## config.mk

```make
export PLATFORM = sky130hd
export DESIGN_NAME = digitizer_control_pins
export DESIGN_NICKNAME = d
export VERILOG_FILES = /design/src/hdl/digitizer_control_pkg.sv /design/src/hdl/pin_sync.sv /design/src/hdl/digitizer_control_pins.sv
export VERILOG_INCLUDE_DIRS = /design/src /design/src/hdl
export SDC_FILE = /design/constraint.sdc
export NUM_CORES = 1
export LEC_CHECK = 0
export ABC_AREA = 1
export BUFFER_PORTS_ARGS = -buffer_cell sky130_fd_sc_hd__buf_2
export CORE_MARGIN = 2
export CORE_UTILIZATION = 30
export DETAILED_ROUTE_END_ITERATION = 7
export PLACE_DENSITY = 0.57
export RECOVER_POWER = 50
export SYNTH_ARGS = -nofsm -noshare
export SYNTH_HDL_FRONTEND = slang
export SYNTH_SLANG_ARGS = --single-unit
```

## constraint.sdc

```tcl
create_clock -name CLK_IN -period 2.2 [get_ports CLK_IN]
set_clock_uncertainty 0.15 [all_clocks]
set_input_delay 0.22 -clock CLK_IN [delete_from_list [all_inputs] [get_ports CLK_IN]]
set_output_delay 0.22 -clock CLK_IN [all_outputs]
set_load 0.02 [all_outputs]
```

## src/hdl/digitizer_control_defines.svh

```systemverilog
// constants for the digitizer control pin block
`ifndef DIGITIZER_CONTROL_DEFINES_SVH
`define DIGITIZER_CONTROL_DEFINES_SVH

// oscillator and feedback divider
`define NOM_INC       16'h8000
`define TERM_COUNT    12'd320
`define HALF_TERM     12'd160
`define FB_PULSE_LEN  12'd16
`define GAIN_SHIFT    2
// lock detection
`define LOCK_TOL      13'sd4
`define LOCK_EDGES    3'd4
// display line sync delay in clock cycles
`define DISPLAY_SYNC_DELAY 4
// formatter mode codes
`define MODE_BUS_A    2'h0
`define MODE_BUS_AB   2'h1
`define MODE_OFF      2'h2
// synchroniser reset level: chip reset asserted, all pins low
`define SYNC_RESET    9'h000

`endif

```

## src/hdl/digitizer_control_pkg.sv

```systemverilog
// types shared by the digitizer control pin block
package digitizer_control_pkg;

  typedef enum logic [2:0] {
    LK_UNLOCKED = 3'b001,
    LK_ACQUIRE  = 3'b010,
    LK_LOCKED   = 3'b100
  } lock_state_t;

  typedef logic [1:0] formatter_mode_setting_t;

  // pin levels after synchronisation
  typedef struct packed {
    logic scan_test;
    logic oe_n;
    logic chip_reset_n;
    logic sync_slice;
    logic ch1_slice;
    logic phase_detector_hold;
    logic clamp_pulse;
    logic frame_sync;
    logic line_sync;
  } pins_t;

  typedef struct packed {
    logic [23:0] data;
    logic        oe;
  } bus_t;

endpackage

```

## src/hdl/pin_sync.sv

```systemverilog
// two-flop synchroniser for asynchronous pins
`timescale 1ns/10ps
`include "digitizer_control_defines.svh"

module pin_sync #(
  parameter int WIDTH = 9
) (
  input  wire logic             clk_in,
  input  wire logic             arst_n_in,
  input  wire logic [WIDTH-1:0] async_in,
  output logic      [WIDTH-1:0] sync_out
);

  logic [WIDTH-1:0] meta;

  if (WIDTH < 1)
  begin
    $error("pin_sync width must be at least one");
  end

  // first stage feeds only the second stage
  always_ff @(posedge clk_in or negedge arst_n_in)
  begin
    if (!arst_n_in)
    begin
      meta     <= WIDTH'(`SYNC_RESET);
      sync_out <= WIDTH'(`SYNC_RESET);
    end
    else
    begin
      meta     <= async_in;
      sync_out <= meta;
    end
  end

endmodule

```

## src/hdl/digitizer_control_pins.sv

```systemverilog
// control pins of the video digitizer: sync inputs, digital pll, lock, output enables
//
// Function
// - line sync is the pll reference, polarity set by line_sync_polarity.
// - frame sync input polarity is set by frame_sync_polarity.
// - display line sync is delayed line sync or feedback divider pulse.
// - composite sync comes from channel one slicer or dedicated slicer input.
// - lock output low while unlocked, high when locked.
// - hold input freezes phase detector and keeps last oscillator increment.
// - each bus drives only when enable low and formatter mode uses it.
// - an inactive data bus still carries data, with its oe low.
// - clock output keeps running whatever the output enable.
// - chip reset is active low and acts on master clock edges.
// - while hold is asserted, line sync edges give no phase update.
`timescale 1ns/10ps
`include "digitizer_control_defines.svh"

module digitizer_control_pins
  import digitizer_control_pkg::*;
#(
  parameter int SYNC_DELAY = `DISPLAY_SYNC_DELAY
) (
  input  wire logic                    CLK_IN,
  input  wire logic                    ARST_N_IN,
  input  wire logic                    CHIP_RESET_N_IN,
  input  wire logic                    LINE_SYNC_IN,
  input  wire logic                    FRAME_SYNC_IN,
  input  wire logic                    CLAMP_PULSE_IN,
  input  wire logic                    PHASE_DETECTOR_HOLD_IN,
  input  wire logic                    CH1_SLICE_IN,
  input  wire logic                    SYNC_SLICE_IN,
  input  wire logic                    OE_N_IN,
  input  wire logic                    SCAN_TEST_IN,
  input  wire logic                    LINE_SYNC_POLARITY_IN,
  input  wire logic                    FRAME_SYNC_POLARITY_IN,
  input  wire logic                    SYNC_FROM_DIVIDER_IN,
  input  wire logic                    CSYNC_FROM_INPUT_IN,
  input  wire formatter_mode_setting_t FORMATTER_MODE_SETTING_IN,
  input  wire logic [23:0]             BUS_A_DATA_IN,
  input  wire logic [23:0]             BUS_B_DATA_IN,
  output bus_t                         BUS_A_OUT,
  output bus_t                         BUS_B_OUT,
  output logic                         DISPLAY_LINE_SYNC_OUT,
  output logic                         COMPOSITE_SYNC_OUT,
  output logic                         FRAME_SYNC_OUT,
  output logic                         CLAMP_WINDOW_OUT,
  output logic                         LOCK_OUT,
  output logic                         PIXEL_CLOCK_OUT,
  output logic                         SCAN_ACTIVE_OUT
);

  if (SYNC_DELAY < 1 || SYNC_DELAY > 64)
  begin
    $error("SYNC_DELAY must lie in 1..64");
  end

  // ----------------------------------------
  // pin synchronisers
  // ----------------------------------------
  pins_t pins_raw;
  pins_t pins;

  assign pins_raw = '{scan_test: SCAN_TEST_IN, oe_n: OE_N_IN, chip_reset_n: CHIP_RESET_N_IN,
                      sync_slice: SYNC_SLICE_IN, ch1_slice: CH1_SLICE_IN,
                      phase_detector_hold: PHASE_DETECTOR_HOLD_IN,
                      clamp_pulse: CLAMP_PULSE_IN, frame_sync: FRAME_SYNC_IN,
                      line_sync: LINE_SYNC_IN};

  pin_sync #(.WIDTH($bits(pins_t))) u_sync (
    .clk_in    (CLK_IN),
    .arst_n_in (ARST_N_IN),
    .async_in  (pins_raw),
    .sync_out  (pins)
  );

  // ----------------------------------------
  // decode
  // ----------------------------------------
  // chip reset is a plain synchronous term, so it needs running clock edges
  wire chip_rst   = ~pins.chip_reset_n;
  wire hold       = pins.phase_detector_hold;
  wire line_act   = pins.line_sync ~^ LINE_SYNC_POLARITY_IN;
  wire frame_act  = pins.frame_sync ~^ FRAME_SYNC_POLARITY_IN;
  wire bus_a_used = FORMATTER_MODE_SETTING_IN != `MODE_OFF;
  wire bus_b_used = FORMATTER_MODE_SETTING_IN == `MODE_BUS_AB;

  logic                  line_prev;
  logic [SYNC_DELAY-1:0] line_dly;
  logic [15:0]           osc_inc;
  logic [15:0]           osc_acc;
  logic                  tick;
  logic [11:0]           fb_count;
  logic [2:0]            good_edges;
  lock_state_t           lock_state;

  wire ref_edge = line_act & ~line_prev;
  // no reference edge is taken in chip reset, so reset cannot fake an update
  wire take_ref = ref_edge & ~hold & ~chip_rst;
  wire fb_pulse = fb_count < `FB_PULSE_LEN;

  // phase error: positive when the divider wrapped before the reference edge
  wire signed [12:0] err = (fb_count < `HALF_TERM) ? $signed({1'b0, fb_count})
                                                   : $signed({1'b0, fb_count} - {1'b0, `TERM_COUNT});
  wire signed [15:0] err_ext  = 16'(err);
  wire        [15:0] next_inc = 16'(`NOM_INC - 16'(err_ext <<< `GAIN_SHIFT));
  wire               err_ok   = (err <= `LOCK_TOL) && (err >= -`LOCK_TOL);
  wire        [16:0] acc_sum  = {1'b0, osc_acc} + {1'b0, osc_inc};

  // ----------------------------------------
  // digital oscillator and feedback divider
  // ----------------------------------------
  always_ff @(posedge CLK_IN or negedge ARST_N_IN)
  begin
    if (!ARST_N_IN)
    begin
      osc_inc  <= `NOM_INC;
      osc_acc  <= 16'h0000;
      tick     <= 1'b0;
      fb_count <= 12'h000;
    end
    else if (chip_rst)
    begin
      osc_inc  <= `NOM_INC;
      osc_acc  <= 16'h0000;
      tick     <= 1'b0;
      fb_count <= 12'h000;
    end
    else
    begin
      if (take_ref)
        osc_inc <= next_inc;
      osc_acc <= acc_sum[15:0];
      tick    <= acc_sum[16];
      if (tick)
        fb_count <= (fb_count == `TERM_COUNT - 12'h001) ? 12'h000 : fb_count + 12'h001;
    end
  end

  // ----------------------------------------
  // lock detection
  // ----------------------------------------
  lock_state_t next_lock;
  logic [2:0]  next_good;

  always_comb
  begin
    next_lock = lock_state;
    next_good = good_edges;
    if (take_ref)
    begin
      unique case (lock_state)
        LK_UNLOCKED:
        begin
          next_good = err_ok ? 3'h1 : 3'h0;
          next_lock = err_ok ? LK_ACQUIRE : LK_UNLOCKED;
        end
        LK_ACQUIRE:
        begin
          next_good = err_ok ? good_edges + 3'h1 : 3'h0;
          if (!err_ok)
            next_lock = LK_UNLOCKED;
          else if (good_edges == `LOCK_EDGES - 3'h1)
            next_lock = LK_LOCKED;
        end
        LK_LOCKED:
        begin
          next_good = err_ok ? good_edges : 3'h0;
          next_lock = err_ok ? LK_LOCKED : LK_UNLOCKED;
        end
        default:
        begin
          next_good = 3'h0;
          next_lock = LK_UNLOCKED;
        end
      endcase
    end
  end

  always_ff @(posedge CLK_IN or negedge ARST_N_IN)
  begin
    if (!ARST_N_IN)
    begin
      lock_state <= LK_UNLOCKED;
      good_edges <= 3'h0;
    end
    else if (chip_rst)
    begin
      lock_state <= LK_UNLOCKED;
      good_edges <= 3'h0;
    end
    else
    begin
      lock_state <= next_lock;
      good_edges <= next_good;
    end
  end

  // ----------------------------------------
  // outputs
  // ----------------------------------------
  // data stays on the pins even when disabled; the pad turns it off via oe
  always_ff @(posedge CLK_IN or negedge ARST_N_IN)
  begin
    if (!ARST_N_IN)
    begin
      line_prev             <= 1'b0;
      line_dly              <= '0;
      BUS_A_OUT             <= '0;
      BUS_B_OUT             <= '0;
      DISPLAY_LINE_SYNC_OUT <= 1'b0;
      COMPOSITE_SYNC_OUT    <= 1'b0;
      FRAME_SYNC_OUT        <= 1'b0;
      CLAMP_WINDOW_OUT      <= 1'b0;
      LOCK_OUT              <= 1'b0;
      PIXEL_CLOCK_OUT       <= 1'b0;
      SCAN_ACTIVE_OUT       <= 1'b0;
    end
    else if (chip_rst)
    begin
      line_prev             <= line_act;
      line_dly              <= '0;
      BUS_A_OUT             <= '0;
      BUS_B_OUT             <= '0;
      DISPLAY_LINE_SYNC_OUT <= 1'b0;
      COMPOSITE_SYNC_OUT    <= 1'b0;
      FRAME_SYNC_OUT        <= 1'b0;
      CLAMP_WINDOW_OUT      <= 1'b0;
      LOCK_OUT              <= 1'b0;
      PIXEL_CLOCK_OUT       <= 1'b0;
      SCAN_ACTIVE_OUT       <= pins.scan_test;
    end
    else
    begin
      line_prev             <= line_act;
      line_dly              <= SYNC_DELAY'({line_dly, line_act});
      BUS_A_OUT.data        <= BUS_A_DATA_IN;
      BUS_A_OUT.oe          <= ~pins.oe_n & bus_a_used;
      BUS_B_OUT.data        <= BUS_B_DATA_IN;
      BUS_B_OUT.oe          <= ~pins.oe_n & bus_b_used;
      DISPLAY_LINE_SYNC_OUT <= SYNC_FROM_DIVIDER_IN ? fb_pulse : line_dly[SYNC_DELAY-1];
      COMPOSITE_SYNC_OUT    <= CSYNC_FROM_INPUT_IN ? pins.sync_slice : pins.ch1_slice;
      FRAME_SYNC_OUT        <= frame_act;
      CLAMP_WINDOW_OUT      <= pins.clamp_pulse;
      LOCK_OUT              <= lock_state == LK_LOCKED;
      PIXEL_CLOCK_OUT       <= PIXEL_CLOCK_OUT ^ tick;
      SCAN_ACTIVE_OUT       <= pins.scan_test;
    end
  end
endmodule

```

# Yosys cells after proc, flatten, opt, wreduce, memory -nomap -nowiden
# Cells that the tools add are included.
dict set report word_totals {
  reg_bits 131
  input_bits 65
  out_inout_bits 57
  word_cells 87
}
dict set report op_classes {
  add_sub_neg 5
  magnitude_cmp 4
  n_eq_ne 11
  n_mux 32
  n_bitwise 11
  reduce_logical 3
}
# operator n
set op_table {}
lappend op_table {{$mux W25} 2}
lappend op_table {{$mux W16} 3}
lappend op_table {{$mux W12} 3}
lappend op_table {{$mux W3} 9}
lappend op_table {{$pmux W3 S3} 2}
lappend op_table {{$add A16 B16 Y17} 1}
lappend op_table {{$sub A16 B16 Y16 const A} 1}
lappend op_table {{$ge A13 B3 Y1 const B} 1}
lappend op_table {{$le A13 B4 Y1 const B} 1}
lappend op_table {{$mux W13} 1}
lappend op_table {{$sub A12 B9 Y13 const B} 1}
lappend op_table {{$add A12 B1 Y12 const B} 1}
lappend op_table {{$eq A12 B9 Y1 const B} 1}
lappend op_table {{$lt A12 B5 Y1 const B} 1}
lappend op_table {{$lt A12 B8 Y1 const B} 1}
lappend op_table {{$mux W1} 10}
lappend op_table {{$eq A3 B2 Y1 const B} 2}
lappend op_table {{$ne A2 B2 Y1 const B} 3}
lappend op_table {{$and A1 B1 Y1} 5}
lappend op_table {{$mux W4} 1}
lappend op_table {{$ne A4 B4 Y1 const B} 1}
lappend op_table {{$reduce_and A2 Y1} 2}
lappend op_table {{$add A3 B1 Y3 const B} 1}
lappend op_table {{$eq A3 B1 Y1 const B} 1}
lappend op_table {{other kinds (8)} 11}

# Logic depth before layout (Yosys ltp)
dict set report logic_depth {
  ltp_word 8
  ltp_mapped 16
}

# Hierarchy
# Synthesis repeated with hierarchy kept, for this count alone.
dict set report hier_totals {
  cells_unflattened 595
  area_unflattened_um2 5591.6
}
# module n_inst cells_per_inst area_per_inst_um2 seq_area_each_um2
set modules_own_cells {}
lappend modules_own_cells {digitizer_control_pins 1 577 5141.2 2730.1}
lappend modules_own_cells {pin_sync 1 18 450.4 450.4}

# Worst setup path after synthesis
# OpenSTA, ideal clock, no wires.
dict set report synth_path {
  path_type {register to register}
  startpoint {register fb_count[6]}
  endpoint {register lock_state[2]}
  setup_ns 0.124
  arrival_time_ns 1.729
  path_slack_ns 0.197
  path_stages_with_launch 15
  path_cell_list {dfrtp_1 -> inv_1 -> ha_1 -> nand2_1 -> nand2_4 -> inv_4 -> nand2_8 -> nand2_4 -> nand3_2 -> nor2_4 -> nand2_2 -> nand3_4 -> nand2_2 -> nand2_2 -> o21bai_1}
}
dict set report synth_between {
  elab_chain_len 8
  elab_cells_between_ends 13
  cone_classes {1 x add/sub; 3 x order compare; 1 x eq/ne; 6 x mux; 2 x reduce/logical}
}
# element line_no
set synth_lines {}
lappend synth_lines {{from (decl)} digitizer_control_pins.sv:92} ;# logic [11:0] fb_count;
lappend synth_lines {{from (signal assigned)} digitizer_control_pins.sv:135} ;# fb_count <= (fb_count == `TERM_COUNT - 12'h001) ? 12'h000 : fb_count + 12'h001;
lappend synth_lines {{$sub A12 B9 Y13 / $lt A12 B8 Y1 (equally long branches)} n/a}
lappend synth_lines {{$mux W13 *} digitizer_control_pins.sv:102} ;# wire signed [12:0] err = (fb_count < `HALF_TERM) ? $signed({1'b0, fb_count})
lappend synth_lines {{$le A13 B4 Y1 (no source line) / $ge A13 B3 Y1 (equally long branches)} n/a}
lappend synth_lines {{$logic_and A1 B1 Y1 *} digitizer_control_pins.sv:106} ;# wire err_ok = (err <= `LOCK_TOL) && (err >= -`LOCK_TOL);
lappend synth_lines {{$mux W3, on equally long branches} {digitizer_control_pins.sv:168, digitizer_control_pins.sv:160}}
lappend synth_lines {{$pmux W3 S3} digitizer_control_pins.sv:151} ;# unique case (lock_state)
lappend synth_lines {{$mux W3} digitizer_control_pins.sv:149} ;# if (take_ref)
lappend synth_lines {{$mux W3} digitizer_control_pins.sv:186} ;# else if (chip_rst)
lappend synth_lines {{to (signal assigned)} digitizer_control_pins.sv:193} ;# lock_state <= next_lock;
lappend synth_lines {{to (decl)} digitizer_control_pins.sv:94} ;# lock_state_t lock_state;
# Every way passes the cells marked *; elsewhere a longest branch is shown, timed or not. The select of a mux whose other input is x is not followed.
# A chain may end at the register's enable or synchronous reset.

# Worst setup path in the final report
dict set report layout_path {
  startpoint {register fb_count[6]}
  endpoint {register good_edges[0]}
}
dict set report layout_between {
  elab_chain_len 8
  elab_cells_between_ends 13
  cone_classes {1 x add/sub; 3 x order compare; 1 x eq/ne; 6 x mux; 2 x reduce/logical}
}
# element line_no
set layout_lines {}
lappend layout_lines {{$sub A12 B9 Y13 / $lt A12 B8 Y1 (equally long branches)} n/a}
lappend layout_lines {{$mux W13 *} digitizer_control_pins.sv:102}
lappend layout_lines {{$le A13 B4 Y1 (no source line) / $ge A13 B3 Y1 (equally long branches)} n/a}
lappend layout_lines {{$logic_and A1 B1 Y1 *} digitizer_control_pins.sv:106}
lappend layout_lines {{$mux W3 / $mux W1 (equally long branches)} {digitizer_control_pins.sv:159, digitizer_control_pins.sv:154}}
lappend layout_lines {{$pmux W3 S3} digitizer_control_pins.sv:151}
lappend layout_lines {{$mux W3} digitizer_control_pins.sv:149}
lappend layout_lines {{$mux W3} digitizer_control_pins.sv:186}
lappend layout_lines {{to (signal assigned)} digitizer_control_pins.sv:194} ;# good_edges <= next_good;
lappend layout_lines {{to (decl)} digitizer_control_pins.sv:93} ;# logic [2:0] good_edges;
# Marked as above.

==> run summary <==
startpoint types: flip-flop
final RePlAce weighted congestion: 0.8503
Die H: 142.4 um
r2r setup slk: 0.13 ns
fin nets: 917
Pre-antenna DRT Iters: 5
post-route insts no fill: 1077
I/O pin cnt: 122
WHS Endpoint: u_sync.sync_out[6]
fmax: 0.4838 GHz
Routed WL: 12800 um
vias per cell: 4.297
Slew @ Worst Pin: 0.7659 ns
largest net degree at the start of global routing: 68
drt drc: 0
Slew Limit Fails: 0
reg-to-reg startpoint: fb_count[6]
Fillers: 1848
Cell Pwr Density: 793.5 nW/um2
Site Rows: 50
Vias: 4628
fin crit period: 2.067 ns
Root Driver: clkbuf_16
yosys warns: 0
Net Count, Synth: 708
CTS tree: built
violation count after the first detailed-routing iteration: 210
Primary FF master, synth: dfrtp_1
cell mode on critical path: nand2_1
layout cells sized above 1: 26.33%
r2r endpoint: good_edges[0]
WP buf/inv: 3
Seq/Total Area, Yosys: 55.38%
critical path fanouts, max: 8
VDD IR-drop max: 0.5880 mV
Final setup viols: 0
Max-Cap Viols: 0
Clock Latency Late Sink: 0.42 ns
Final HPWL DP: 8532 um
hold wc startpoint: u_sync.meta[6]
Netlist cell types: 41
Hold Path Class: flip-flop to flip-flop
fin worst setup slack: 0.1330 ns
initial core utilization: 30.60%
critical path's largest stage delay: 0.46 ns
placed insts: 975
critical path's slowest cell: dfrtp_2
Post-synth EDFFs: 0
crit-path leading delay family: simple AND/OR/NAND/NOR gates
antenna-violating nets left: 0
Worst-path clk slew: 0.06 ns
slew margin rel.: 48.94%
Cell Chain, Critical Path: inv_4 > ha_1 > nand2_1 > nand2_4 > inv_4 > nand2_8 > nand3_2 > nand2_1 > nor2_4 > nand2_2 > nand3_4 > buf_4 > nand4_1 > nand2_1
P&R area growth vs syn: 39.48%
register bit total from synthesis: 127
WP data arrival: 2.22 ns
IO buf count: 121
status: complete, no violations
clock tree buffer depth: 2
crit path capture type: flip-flop
Die Wd: 142.4 um
# diodes: 0
Mapped Avg Cell Area: 9.248 um2
die area: 20270 um2
number of global-route vias before repair: 4673
Pleak: 4.478 nW
GRT Overall Usage: 13.43%
Core ar.: 18770 um2
dpl ws: 0.05664 ns
kind of critical path: flip-flop to flip-flop
Req. time, crit path: 2.35 ns
Hold WS: 0.1971 ns
initial antenna violation count: 0
CTS Buf Count: 17
CTS H-tree depth: 4
mapped cell area: 5743 um2
clk sinks: 127
WHS Path Cells: 0
synthesized instance count: 621
Avg WL per Cell: 11.88 um
first-pass GRT wire length: 21630 um
r2r worst-path depth: 14
Post-synth ARST share: 100.0%
Setup Total Neg Slack: 0 ns
final hold viol count: 0
Tcrit/Tclk final: 93.95%
remaining global-route overflow: 0
cells in the final DEF, fill, tap and decap left out, types with 10 or more instances in the layout:
master         netlist  final
dfrtp_1            125    123
o21ai_0             27     27
nand3_1             25     23
ha_1                21     19
xor2_1              10     10
dlygate4sd3_1        0     65
nand2_1            142    141
inv_1              100     99
buf_4                1     12
clkbuf_16            0     17
buf_2                3    118
a21oi_1             31     31
nor2_1              44     38
nand2_2             15     15
per-stage QoR:
step                instance area [um2]  total power (W)  utilization, %
detailed placement                 6676         0.003444           35.57
global route                       8010         0.006667           42.68
global placement                   6676         0.003438           35.57
floorplan                          5743         0.003132               -
CTS                                7933         0.006425           42.27
finish                             8010         0.006356           42.68
cell type report:
class | instances | area [um2] | area share [%]
multi-input combinational | 378 | 2152 | 26.87
sequential | 127 | 3183 | 39.74
timing repair buffer | 201 | 1373 | 17.14
clock buffer | 19 | 442.9 | 5.530
inverter | 105 | 404.1 | 5.045
clock inverter | 13 | 162.7 | 2.031
tap | 234 | 292.8 | 3.655
how the worst max path moves through the flow:
| stage | start | depth (start not counted) | endpoint |
|---|---|---|---|
| 2_1_floorplan | fb_count[6] | 14 | lock_state[2] |
| 3_5_place_dp | fb_count[6] | 12 | lock_state[2] |
| 5_1_grt | fb_count[7] | 12 | lock_state[2] |
| 6_report | fb_count[6] | 14 | good_edges[0] |
| 3_3_place_gp | fb_count[6] | 15 | lock_state[1] |
| 4_1_cts | fb_count[6] | 12 | lock_state[2] |
repair_timing:
| item | in CTS | in global routing |
|---|---|---|
| hold endpoints to repair | 104 | 0 |
| resized for setup | 0 | 18 |
| buffers inserted | 0 | 5 |
| setup endpoints to repair | 0 | 14 |
| hold buffers | 65 | 0 |
cell families after synthesis:
kind of cell	share of synthesized area (%)
AOI/OAI and AO/OA	7.647
xor gates and xnor gates	1.678
adders and majority gates	4.924
buffers and inverters	7.974
DFF	55.38
and+or+nand+nor	22.40
worst reg2reg max path: stages (launching register included):
cell and delay, ns:
dfrtp_2 0.46, inv_4 0.10, ha_1 0.14, nand2_1 0.07, nand2_4 0.11, inv_4 0.05, nand2_8 0.10, nand3_2 0.11
nand2_1 0.12, nor2_4 0.05, nand2_2 0.08, nand3_4 0.12, buf_4 0.16, nand4_1 0.06, nand2_1 0.06
flip-flops by register name, summed over array words and instances (netlist names), 3 cells and up:
signal           flops
fb_count            12
line_dly             4
osc_acc             14
osc_inc             14
u_sync.sync_out      9
good_edges           3
BUS_A_OUT           25
u_sync.meta          9
lock_state           3
BUS_B_OUT           25
cell usage after synthesis, types with 2 or more instances:
master	n	area share [%]
nand3_1	25	2.2
o21ai_0	27	2.4
clkbuf_1	6	0.39
o22ai_1	2	0.22
nand3_4	2	0.61
dfrtp_1	125	54
o21ai_1	2	0.17
a21o_1	4	0.52
nor2_1	44	2.9
nand2_2	15	1.6
dfstp_2	2	0.92
ha_1	21	4.6
o31ai_1	3	0.39
nor2_4	4	0.78
a21oi_1	31	2.7
nor3_1	6	0.52
nand4_1	9	0.98
o21bai_1	4	0.52
inv_1	100	6.5
nand2_4	7	1.4
xor2_1	10	1.5
inv_2	3	0.20
nand3_2	5	0.87
a31oi_1	4	0.44
nand2_1	142	9.3
buf_2	3	0.26
power by group:
| part | switching, W | internal (W) |
|---|---|---|
| sequential | 0.0000835 | 0.00250 |
| clock | 0.00105 | 0.00181 |
| combinational | 0.000542 | 0.000371 |
| total | 0.00167 | 0.00468 |
per-layer routing:
layer / global-route usage, % / part of all wire, % / wire (um)
met1: 17.00 / 46 / 5825
met2: 21.33 / 48 / 6162
met3: 4.946 / 5.4 / 687
met4: 4.429 / 0.96 / 123
met5: 0 / 0 / 0
Power figures use the tool's default switching activity.
